$ cat src/cpu_regs_pkg.sv
// Package for the core register set: widths, reset values, operations.
// Assumes a single core clock and a synchronous active-low reset.
package cpu_regs_pkg;

   localparam int         DATA_W        = 8;
   localparam int         ADDR_W        = 16;
   localparam int         STACK_IDX_W   = 7;
   localparam logic [15:0] STACK_TOP    = 16'h01ff;
   localparam logic [8:0]  STACK_FIXED  = 9'h003;
   localparam logic [7:0]  FLAGS_RESET  = 8'he8;
   localparam logic [15:0] FETCH_RESET  = 16'h0000;
   localparam int         FLAG_C        = 0;
   localparam int         FLAG_Z        = 1;
   localparam int         FLAG_N        = 2;
   localparam int         FLAG_I        = 3;
   localparam int         FLAG_H        = 4;
   localparam logic [2:0] CALL_BYTES    = 3'h2;
   localparam logic [2:0] IRQ_BYTES     = 3'h5;

   // Operations issued by the instruction decoder
   typedef enum logic [3:0] {
      OP_NONE,
      OP_ALU,
      OP_ADD,
      OP_SHIFT,
      OP_CARRY_SET,
      OP_CARRY_CLEAR,
      OP_MASK_SET,
      OP_UNMASK,
      OP_STACK_REINIT,
      OP_LOAD_SP_LOW,
      OP_CALL,
      OP_RETURN,
      OP_IRQ_ENTRY,
      OP_HANDLER_RETURN
   } reg_op_type;

   // Target selection for register loads
   typedef enum logic [2:0] {
      DST_NONE,
      DST_ACC,
      DST_INDEX,
      DST_FETCH,
      DST_FLAGS
   } reg_dst_type;

   // Request from the decoder and ALU
   typedef struct packed {
      reg_op_type  op;
      reg_dst_type dst;
      logic        use_second_index;
      logic [7:0]  data;
      logic [15:0] fetch_addr;
      logic        carry;
      logic        half_carry;
   } reg_req_type;

   // Stack memory write or read request
   typedef struct packed {
      logic       wr;
      logic       rd;
      logic [6:0] idx;
      logic [7:0] wdata;
   } stack_req_type;

endpackage : cpu_regs_pkg

$ cat src/cpu_register_set.sv
// Core register set: accumulator, two index registers, fetch address,
// condition flags, stack pointer and context push/pop sequencing.
// Assumes the decoder holds off new operations while busy_o is high.
`timescale 1ns/100ps
`default_nettype none
module cpu_register_set
   import cpu_regs_pkg::*;
(
   // Clock and reset
   input  wire logic              ref_clk_i,
   input  wire logic              rst_b_i,
   // Decoder and ALU request
   input  wire reg_req_type       req_i,
   // Interrupt sequencer
   input  wire logic              irq_request_i,
   input  wire logic              trap_request_i,
   // Register views
   output logic [7:0]             acc_o,
   output logic [7:0]             index_first_o,
   output logic [7:0]             index_second_o,
   output logic [15:0]            fetch_address_register_o,
   output logic [7:0]             condition_flags_o,
   output logic [15:0]            stack_pointer_o,
   // Sequencing status
   output logic                   busy_o,
   output logic                   irq_take_o
);

   // Sequencer for multi-byte stack transfers
   typedef enum logic [1:0] {
      SEQ_IDLE,
      SEQ_PUSH,
      SEQ_POP
   } seq_state_type;

   seq_state_type  state_reg, state_next;
   logic [7:0]     acc_reg, acc_next;
   logic [7:0]     ix_reg, ix_next;
   logic [7:0]     iy_reg, iy_next;
   logic [15:0]    fetch_reg, fetch_next;
   logic [7:0]     flags_reg, flags_next;
   logic [6:0]     sp_reg, sp_next;
   logic [2:0]     step_reg, step_next;
   logic [2:0]     count_reg, count_next;
   logic           irq_kind_reg, irq_kind_next;
   logic           pend_reg, pend_next;
   logic           take_reg, take_next;
   logic           pop_valid_reg, pop_valid_next;
   logic [2:0]     pop_slot_reg, pop_slot_next;
   stack_req_type  stack_req;
   logic [7:0]     stack_rdata;

   // Byte pushed at a given step of an interrupt entry or call
   function automatic logic [7:0] push_byte(input logic [2:0] step,
                                            input logic [15:0] fa,
                                            input logic [7:0] x,
                                            input logic [7:0] a,
                                            input logic [7:0] f);
      case (step)
         3'h0:    push_byte = fa[7:0];
         3'h1:    push_byte = fa[15:8];
         3'h2:    push_byte = x;
         3'h3:    push_byte = a;
         default: push_byte = f;
      endcase
   endfunction : push_byte

   // Result flag update shared by the ALU, add and shift operations; plain loads other than the flags load leave flags alone
   function automatic logic [7:0] result_flags(input logic [7:0] f,
                                               input logic [7:0] res);
      logic [7:0] r;
      r = f;
      r[FLAG_N] = res[7];
      r[FLAG_Z] = (res == 8'h00);
      return r;
   endfunction : result_flags

   // Read data registered: each popped byte lands a cycle late
   stack_ram #(
      .DEPTH_W (STACK_IDX_W)
   ) u_stack (
      .ref_clk_i (ref_clk_i),
      .req_i     (stack_req),
      .rdata_o   (stack_rdata)
   );

   // Register updates and sequencing
   always_comb begin
      state_next     = state_reg;
      acc_next       = acc_reg;
      ix_next        = ix_reg;
      iy_next        = iy_reg;
      fetch_next     = fetch_reg;
      flags_next     = flags_reg;
      sp_next        = sp_reg;
      step_next      = step_reg;
      count_next     = count_reg;
      irq_kind_next  = irq_kind_reg;
      // Take pulse lasts one cycle
      take_next      = 1'b0;
      pop_valid_next = 1'b0;
      pop_slot_next  = step_reg;
      stack_req      = '0;
      // Pending latch; new request wins over the take
      pend_next = pend_reg | irq_request_i;
      // Popped byte lands one cycle after its read
      if (pop_valid_reg) begin
         case (pop_slot_reg)
            3'h0:    flags_next = stack_rdata;
            3'h1:    acc_next = stack_rdata;
            3'h2:    ix_next = stack_rdata;
            3'h3:    fetch_next[15:8] = stack_rdata;
            default: fetch_next[7:0] = stack_rdata;
         endcase
      end
      // Interrupts are taken only between operations, never mid-sequence
      case (state_reg)
         SEQ_IDLE: begin
            // Trap ignores the mask; masked requests wait
            if (trap_request_i ||
                (pend_next && !flags_reg[FLAG_I])) begin
               state_next    = SEQ_PUSH;
               step_next     = 3'h0;
               count_next    = IRQ_BYTES;
               irq_kind_next = 1'b1;
               take_next     = 1'b1;
               if (!trap_request_i) begin
                  pend_next = irq_request_i;
               end
            end else if (!pop_valid_reg) begin
               // Refused while the last popped byte still lands
               case (req_i.op)
                  OP_ALU, OP_ADD, OP_SHIFT: begin
                     acc_next = req_i.data;
                     flags_next = result_flags(flags_reg, req_i.data);
                     if (req_i.op == OP_ADD) begin
                        flags_next[FLAG_H] = req_i.half_carry;
                     end
                     if (req_i.op != OP_ALU) begin
                        flags_next[FLAG_C] = req_i.carry;
                     end
                  end
                  OP_CARRY_SET:   flags_next[FLAG_C] = 1'b1;
                  OP_CARRY_CLEAR: flags_next[FLAG_C] = 1'b0;
                  OP_MASK_SET:    flags_next[FLAG_I] = 1'b1;
                  OP_UNMASK:      flags_next[FLAG_I] = 1'b0;
                  OP_STACK_REINIT: sp_next = STACK_TOP[6:0];
                  OP_LOAD_SP_LOW: sp_next = req_i.data[6:0];
                  OP_CALL: begin
                     state_next    = SEQ_PUSH;
                     step_next     = 3'h0;
                     count_next    = CALL_BYTES;
                     irq_kind_next = 1'b0;
                     fetch_next    = req_i.fetch_addr;
                  end
                  OP_RETURN: begin
                     // Call return pops high then low: start at slot three
                     state_next = SEQ_POP;
                     step_next  = 3'h3;
                     count_next = CALL_BYTES;
                  end
                  OP_HANDLER_RETURN: begin
                     // Flags come back first; second index never stacked
                     state_next = SEQ_POP;
                     step_next  = 3'h0;
                     count_next = IRQ_BYTES;
                  end
                  default: begin
                     // Plain loads of the register views, no address map
                     case (req_i.dst)
                        DST_ACC: acc_next = req_i.data;
                        DST_INDEX: begin
                           if (req_i.use_second_index) begin
                              iy_next = req_i.data;
                           end else begin
                              ix_next = req_i.data;
                           end
                        end
                        DST_FETCH: fetch_next = req_i.fetch_addr;
                        // Whole byte, mask included
                        DST_FLAGS: flags_next = req_i.data;
                        default: ;
                     endcase
                  end
               endcase
            end
         end
         SEQ_PUSH: begin
            // Low fetch byte first at current pointer, then downward
            // Mask set with the last push so the old mask is saved
            stack_req.wr    = 1'b1;
            stack_req.idx   = sp_reg;
            stack_req.wdata = push_byte(step_reg, fetch_reg, ix_reg,
                                        acc_reg, flags_reg);
            sp_next    = sp_reg - 7'h01;
            step_next  = step_reg + 3'h1;
            count_next = count_reg - 3'h1;
            if (count_reg == 3'h1) begin
               state_next = SEQ_IDLE;
               if (irq_kind_reg) begin
                  flags_next[FLAG_I] = 1'b1;
               end
            end
         end
         SEQ_POP: begin
            // Increment before each read; wraps at the top silently
            sp_next       = sp_reg + 7'h01;
            stack_req.rd  = 1'b1;
            stack_req.idx = sp_reg + 7'h01;
            pop_valid_next = 1'b1;
            pop_slot_next  = step_reg;
            step_next  = step_reg + 3'h1;
            count_next = count_reg - 3'h1;
            if (count_reg == 3'h1) begin
               state_next = SEQ_IDLE;
            end
         end
         default: state_next = SEQ_IDLE;
      endcase
   end

   // Synchronous reset; undefined reset flag bits driven to one
   always_ff @(posedge ref_clk_i) begin
      if (!rst_b_i) begin
         state_reg     <= SEQ_IDLE;
         acc_reg       <= 8'h00;
         ix_reg        <= 8'h00;
         iy_reg        <= 8'h00;
         fetch_reg     <= FETCH_RESET;
         flags_reg     <= FLAGS_RESET;
         sp_reg        <= STACK_TOP[6:0];
         step_reg      <= 3'h0;
         count_reg     <= 3'h0;
         irq_kind_reg  <= 1'b0;
         pend_reg      <= 1'b0;
         take_reg      <= 1'b0;
         pop_valid_reg <= 1'b0;
         pop_slot_reg  <= 3'h0;
      end else begin
         state_reg     <= state_next;
         acc_reg       <= acc_next;
         ix_reg        <= ix_next;
         iy_reg        <= iy_next;
         fetch_reg     <= fetch_next;
         flags_reg     <= flags_next;
         sp_reg        <= sp_next;
         step_reg      <= step_next;
         count_reg     <= count_next;
         irq_kind_reg  <= irq_kind_next;
         pend_reg      <= pend_next;
         take_reg      <= take_next;
         pop_valid_reg <= pop_valid_next;
         pop_slot_reg  <= pop_slot_next;
      end
   end

   // Views straight from flip-flops; busy covers the trailing pop write
   assign acc_o                    = acc_reg;
   assign index_first_o            = ix_reg;
   assign index_second_o           = iy_reg;
   assign fetch_address_register_o = fetch_reg;
   assign condition_flags_o        = flags_reg;
   assign stack_pointer_o          = {STACK_FIXED, sp_reg};
   assign irq_take_o               = take_reg;

   logic busy_reg;
   logic busy_next;
   always_comb begin
      busy_next = (state_next != SEQ_IDLE) || pop_valid_next;
   end
   always_ff @(posedge ref_clk_i) begin
      if (!rst_b_i) begin
         busy_reg <= 1'b0;
      end else begin
         busy_reg <= busy_next;
      end
   end
   assign busy_o = busy_reg;

endmodule : cpu_register_set
`default_nettype wire

$ cat src/stack_ram.sv
// Stack memory of 128 bytes with registered read data.
// Assumes one clock; write and read never address different words in a cycle.
`timescale 1ns/100ps
`default_nettype none
module stack_ram
   import cpu_regs_pkg::*;
#(
   parameter int DEPTH_W = STACK_IDX_W
) (
   // Clock
   input  wire logic              ref_clk_i,
   // Access
   input  wire stack_req_type     req_i,
   output logic [DATA_W-1:0]      rdata_o
);

   logic [DATA_W-1:0] mem_reg [0:(1<<DEPTH_W)-1];
   logic [DATA_W-1:0] rdata_reg;

   // No reset on the array; contents are undefined until pushed
   always_ff @(posedge ref_clk_i) begin
      if (req_i.wr) begin
         mem_reg[req_i.idx[DEPTH_W-1:0]] <= req_i.wdata;
      end
      if (req_i.rd) begin
         rdata_reg <= mem_reg[req_i.idx[DEPTH_W-1:0]];
      end
   end

   assign rdata_o = rdata_reg;

endmodule : stack_ram
`default_nettype wire

$ cat config.mk
export PLATFORM = sky130hd
export DESIGN_NAME = cpu_register_set
export DESIGN_NICKNAME = d
export VERILOG_FILES = /design/src/cpu_regs_pkg.sv /design/src/cpu_register_set.sv /design/src/stack_ram.sv
export SDC_FILE = /design/constraint.sdc
export NUM_CORES = 1
export LEC_CHECK = 0
export ABC_AREA = 1
export BUFFER_PORTS_ARGS = -buffer_cell sky130_fd_sc_hd__buf_2
export CAP_MARGIN = 20
export CORE_ASPECT_RATIO = 1.75
export CORE_MARGIN = 2
export CORE_UTILIZATION = 50
export CTS_CLUSTER_DIAMETER = 60
export CTS_CLUSTER_SIZE = 40
export DETAILED_ROUTE_END_ITERATION = 10
export PLACE_DENSITY = 0.73
export SYNTH_ARGS = -nofsm -noshare
export SYNTH_HDL_FRONTEND = slang
export SYNTH_SLANG_ARGS = --single-unit
$ cat constraint.sdc
create_clock -name ref_clk_i -period 25.1 [get_ports ref_clk_i]
set_input_delay 3.765 -clock ref_clk_i [delete_from_list [all_inputs] [get_ports ref_clk_i]]
set_output_delay 3.765 -clock ref_clk_i [all_outputs]
set_load 0.005 [all_outputs]
==> flow_summary_export.csv, run 1 <==
group,metric,value,unit
run_status,status,"complete, no violations",
cells_and_area,syn_to_final_growth,5.56,%
synth,ys_ff_latch,1103,
route,detail-route-antenna-nets,0,
cells_and_area,drive_above_1_share,0.0522,
global_routing,grt_pass1_vias,32483,
sta,setup_viol,0,
floorplan,start_util,0.502,
synth,ys_types,48,
synth,ys_warn_count,0,
critical_path,crit_chain,"inv_1 -> ha_1 -> nand2_4 -> nand2_8 -> buf_12 -> buf_4 -> nand2_1 -> nand2_1 -> nand2_1 -> nand2_1 -> nand2_1 -> nand2_1 -> nand2_1 -> nand2_1 -> inv_1 -> nand2_1 -> nand3_1 -> nand2_1",
route,drt_first_iter_violations,3358,
pwr,power_leakage,22.2,nW
cells_and_area,layout_common_cells,"nand2_1 (2853), edfxtp_1 (1032), nor2_1 (192)",
pwr,p_total,0.00338,W
placed_design,port_buffers,94,
floorplan,dieArea,99600,µm²
clock_network,cts_made_buffers,38,
critical_path,path_class,"register to register",
sta,relSlewSlack,0.207,
cells_and_area,fin_util,0.530,
critical_path,crit_path_top_delay_cell,"nand2_8",
pwr,vdd_drop_max,0.0000468,V
global_routing,grt_usage,0.255,
sta,fmaxAchievable,173,MHz
global_routing,grt_max_degree,197,
critical_path,arrival,6280,ps
route,drc_errors,0,
clock_network,holdBufCountCts,0,
cells_and_area,largest_reg_flops,1024,
clock_network,cts_buffer_depth,3,
synth,synth_flop_cell,"edfxtp_1",
job,cap_violations,0,
critical_path,start_kind,"register",
placed_design,gp_congestion,0.970,
clock_network,post-cts-setup-buffers,0,
floorplan,ioPinCount,104,
floorplan,dieHeight,416,µm
sta,hold_viol,0,
synth,yosys-top-cells-area,"edfxtp_1 (64%), nand2_1 (22%), dfxtp_1 (2.9%)",
cells_and_area,fin_nets,5007,
sta,finalCritPeriodShare,0.231,
sta,fin_crit,5790,ps
floorplan,die_w,239,µm
synth,avgSynthCellArea,9.66,µm²
synth,postSynth.asyncResetShare,0,
sta,tns,0,ps
route,dr.pass1.iters,8,
sta,fin_ws,19310,ps
clock_network,htree_levels,2,
critical_path,cp_common_cell,"nand2_1",
critical_path,crit_required,25600,ps
synth,synth_top_area_frac,0.639,
worst_hold_path,hold_class,"register to register",
route,wire_per_inst,20.3,µm
clock_network,tritoncts,"done",
critical_path,crit_path_max_incr_delay,930,ps
synth,synth_area,48500,µm²
clock_network,clkSinkCount,1103,
sta,worstMarginPinSlew,1190,ps
sta,maxSlewViolCount,0,
sta,rsz0062_at_grt,"false",
clock_network,clk_latency,650,ps
global_routing,grt_pass1_wl,192000,µm
placed_design,pre_cts_ws,18960,ps
synth,seq_area_frac_synth,0.668,
global_routing,gr-total-overflow,0,
placed_design,hpwl,76300,µm
floorplan,row_count,151,
clock_network,cts_root_buffer,"clkbuf_16",
synth,postSynthCellCount,5022,
critical_path,cp-end-kind,"register",
floorplan,core_area,96500,µm²
clock_network,clk_pin_slew_worst_paths,130,ps
synth,synth_edf_count,1032,
route,vias,34232,
pwr,p_per_area,66.0,nW/µm²
global_routing,antenna_found_initial,5,
critical_path,crit_path_max_fanout,196,
cells_and_area,final_common_cell,"nand2_1",
synth,yosys.area.top_type,"edfxtp_1",
route,viasPerCell,5.45,
sta,skew,31.6,ps
clock_network,cts_resized,0,
route,wl,128000,µm
-- where the power goes --
group / total, W / internal [W] / switching, W
logic: 0.000446 / 0.0000959 / 0.000350
registers: 0.00203 / 0.00202 / 0.0000104
clock network: 0.000899 / 0.000333 / 0.000565
total: 0.00338 / 0.00245 / 0.000925
-- cell families after synthesis --
family,Yosys count,synth area share
compound gates,254,0.0297
fa+ha+maj,13,0.00335
simple gates,3222,0.257
flops,1103,0.668
other cells,2,0.000155
buf+inv,424,0.0411
xor+xnor,4,0.000722
-- critical path: cells and delay by family, from the launching register on --
family	cells	cell delay [ps]
AND/OR/NAND/NOR	13	2630
buffers and inverters	4	1550
adder cells (fa/ha/maj)	1	800
flip-flops	1	360
-- metrics by stage --
step	instances	hold WS, ps	cell area, µm²
final	6285	479	51200
after global routing	6283	524	51200
after CTS	6277	484	51100
after detailed placement	6214	467	49800
after global placement	6214	455	49800
after floorplan	5029	424	48500
-- worst paths after layout --
kind | from | end | slack, ps | depth (start not counted)
setup / recovery | state_reg[0]$_SDFF_PN0_ | u_stack.rdata_o[4]$_DFFE_PN_ | 19310 | 18
hold / removal | count_reg[1]$_SDFFE_PN0P_ | count_reg[1]$_SDFFE_PN0P_ | 480 | 2
setup reg to reg | state_reg[0]$_SDFF_PN0_ | u_stack.rdata_o[4]$_DFFE_PN_ | 19310 | 18
hold reg to reg | count_reg[1]$_SDFFE_PN0P_ | count_reg[1]$_SDFFE_PN0P_ | 480 | 2
-- layer usage --
layer	routed length, µm	up-vias	global-route usage	share of wire
met3	9680	391	0.0341	0.076
met5	12	-	0	0.000094
li1	-	16136	-	-
met2	64100	1581	0.448	0.50
met4	8930	2	0.160	0.070
met1	45200	16122	0.293	0.35
-- cell type report --
class	instances	area, µm²
Multi-Input combinational cell	3502	14300
Sequential cell	1103	32400
Timing Repair Buffer	146	918
Fill cell	8306	45300
Inverter	165	638
Clock buffer	43	1030
Clock inverter	20	293
Antenna cell	6	15.0
Tap cell	1300	1630
-- cell usage after synthesis (3+ instances only) --
cell      instances
a21oi_1         109
a221oi_1          8
a31oi_1           6
a32o_1            7
a32oi_1           4
buf_1            11
buf_2           173
buf_4            33
buf_6             7
clkbuf_1         35
clkinv_1          3
dfxtp_1          71
edfxtp_1       1032
ha_1             13
inv_1           148
inv_2            10
inv_4             3
nand2_1        2854
nand2_2           9
nand2_4           3
nand3_1         124
nand4_1          14
nand4_2           7
nor2_1          193
nor3_1           10
o211ai_1         11
o21ai_0          81
o21ai_1          14
o311ai_0          3
Power figures use the tool's default switching activity.
==> run 2, diff against run 1 <==
Settings changed: PLACE_DENSITY 0.73 to 0.75.
Clock period 25.1 ns to 5.1 ns, I/O delays scaled along.
==> flow_summary_export.csv, run 2 (synthesized netlist as in run 1, its figures left out) <==
group,metric,value,unit
route,wl,131000,µm
pwr,switchingPower,0.00465,W
cells_and_area,final_common_cell,"nand2_1",
run_status,status,"complete, no violations",
critical_path,crit_path_max_incr_delay,820,ps
route,drc_errors,0,
cells_and_area,drive_above_1_share,0.0568,
critical_path,cp-end-kind,"register",
floorplan,dieArea,99600,µm²
clock_network,cts_buffer_depth,3,
critical_path,start_kind,"register",
sta,fmaxAchievable,236,MHz
sta,skew,49.1,ps
critical_path,path_delay_family,"simple AND/OR/NAND/NOR gates",
sta,finalCritPeriodShare,0.830,
placed_design,post-place-cells,6238,
job,cap_violations,0,
clock_network,cts_resized,0,
floorplan,ioPinCount,104,
placed_design,pre_cts_ws,965,ps
sta,holdWs,351,ps
cells_and_area,syn_to_final_growth,6.64,%
pwr,seqPwrFrac,0.595,
sta,fin_ws,866,ps
critical_path,crit_buf_inv,4,
global_routing,grt_pass1_wl,199000,µm
route,vias,34848,
critical_path,path_class,"register to register",
pwr,power.internal,0.0122,W
global_routing,grt_max_degree,129,
placed_design,gp_congestion,1.02,
pwr,power_leakage,22.4,nW
clock_network,clkSinkCount,1103,
pwr,vdd_drop_max,0.000285,V
global_routing,gr-total-overflow,0,
global_routing,antenna_found_initial,2,
clock_network,clk_pin_slew_worst_paths,140,ps
critical_path,arrival,4510,ps
route,wire_per_inst,20.8,µm
clock_network,tritoncts,"done",
sta,rsz0062_at_grt,"false",
sta,worstMarginPinSlew,928,ps
clock_network,post-cts-setup-buffers,0,
floorplan,die_w,239,µm
sta,relSlewSlack,0.379,
clock_network,htree_levels,2,
clock_network,cts_root_buffer,"clkbuf_16",
floorplan,start_util,0.502,
critical_path,crit_required,5380,ps
critical_path,crit_path_max_fanout,17,
route,drt_first_iter_violations,3656,
pwr,p_per_area,325,nW/µm²
sta,setup_viol,0,
floorplan,dieHeight,416,µm
pwr,p_clk_frac,0.267,
cells_and_area,layout_common_cells,"nand2_1 (2853), edfxtp_1 (1032), nor2_1 (192)",
sta,maxSlewViolCount,0,
critical_path,crit_path_top_delay_cell,"ha_1",
cells_and_area,stdcell_count,6307,
clock_network,holdBufCountCts,0,
route,dr.pass1.iters,5,
placed_design,hpwl,79600,µm
sta,hold_viol,0,
clock_network,clk_latency,650,ps
floorplan,row_count,151,
floorplan,core_area,96500,µm²
pwr,pwr-share-comb,0.138,
worst_hold_path,hold_class,"primary input to register",
clock_network,cts_made_buffers,39,
global_routing,grt_usage,0.263,
cells_and_area,largest_reg_flops,1024,
global_routing,grt_pass1_vias,33856,
critical_path,crit_chain,"inv_1 -> ha_1 -> inv_1 -> a21oi_2 -> buf_4 -> nand2_1 -> inv_1 -> nand2_1 -> nor2_1",
route,detail-route-antenna-nets,0,
critical_path,cp_common_cell,"inv_1",
pwr,p_sw_frac,0.276,
placed_design,port_buffers,94,
pwr,p_total,0.0168,W
route,viasPerCell,5.53,
cells_and_area,fin_util,0.536,
cells_and_area,fin_nets,5030,
sta,fin_crit,4230,ps
[run 2: cell types whose count changed in the layout (fill, tap and decap cells not counted), sizes merged]
cell / before / now
buf: 146 / 168
clkbuf: 43 / 45
clkinv: 11 / 19
clkinvlp: 2 / 1
diode: 6 / 3
inv: 171 / 165
[run 2: cell type report]
cell class / count / area (µm²)
inverter: 165 / 638
sequential: 1103 / 32400
multi-input combinational: 3502 / 14300
tap: 1300 / 1630
fill: 8213 / 44800
antenna: 3 / 7.51
clock buffer: 45 / 1040
timing repair buffer: 168 / 1380
clock inverter: 21 / 357
[run 2: worst paths after layout]
check                                                   start                                     end  slack [ps]  cells after the start
worst max register to register        state_reg[1]$_SDFF_PN0_       u_stack.mem_reg[105][7]$_DFFE_PP_         870                      9
worst max-delay path                  state_reg[1]$_SDFF_PN0_       u_stack.mem_reg[105][7]$_DFFE_PP_         870                      9
worst min-delay path                                 req_i[6]  fetch_address_register_o[4]$_SDFF_PN0_         350                      3
worst min register to register  pop_slot_next[2]$_SDFFE_PN0P_              pop_slot_reg[2]$_SDFF_PN0_         480                      2
[run 2: power groups by stage]
stage / Clock, W / Sequential [W] / Combinational, W
final: 0.00449 / 0.0100 / 0.00232
after global placement: 0 / 0.0102 / 0.00223
after global routing: 0.00477 / 0.0100 / 0.00252
after CTS: 0.00451 / 0.0100 / 0.00227
after floorplan: 0 / 0.0102 / 0.00146
after detailed placement: 0 / 0.0102 / 0.00226
[run 2: through the flow]
| stage | TNS, ps | area [µm²] |
|---|---|---|
| 4_1_cts | 0 | 51700 |
| 3_5_place_dp | 0 | 50300 |
| 3_3_place_gp | 0 | 50300 |
| 2_1_floorplan | -22450 | 48600 |
| 6_report | 0 | 51700 |
| 5_1_grt | 0 | 51700 |
[run 2: worst min-delay path: cells and delay by family]
kind	cells	cell delay (ps)
AO/OA/AOI/OAI	1	50
buffers and inverters	1	100
AND/OR/NAND/NOR	1	50
[run 2: routing by layer]
layer	up-vias	global-route usage	routed length, µm
met3	445	0.0377	11100
met2	1805	0.455	65600
met4	0	0.169	9410
met5	-	0	0
met1	16406	0.304	45200
li1	16192	-	-
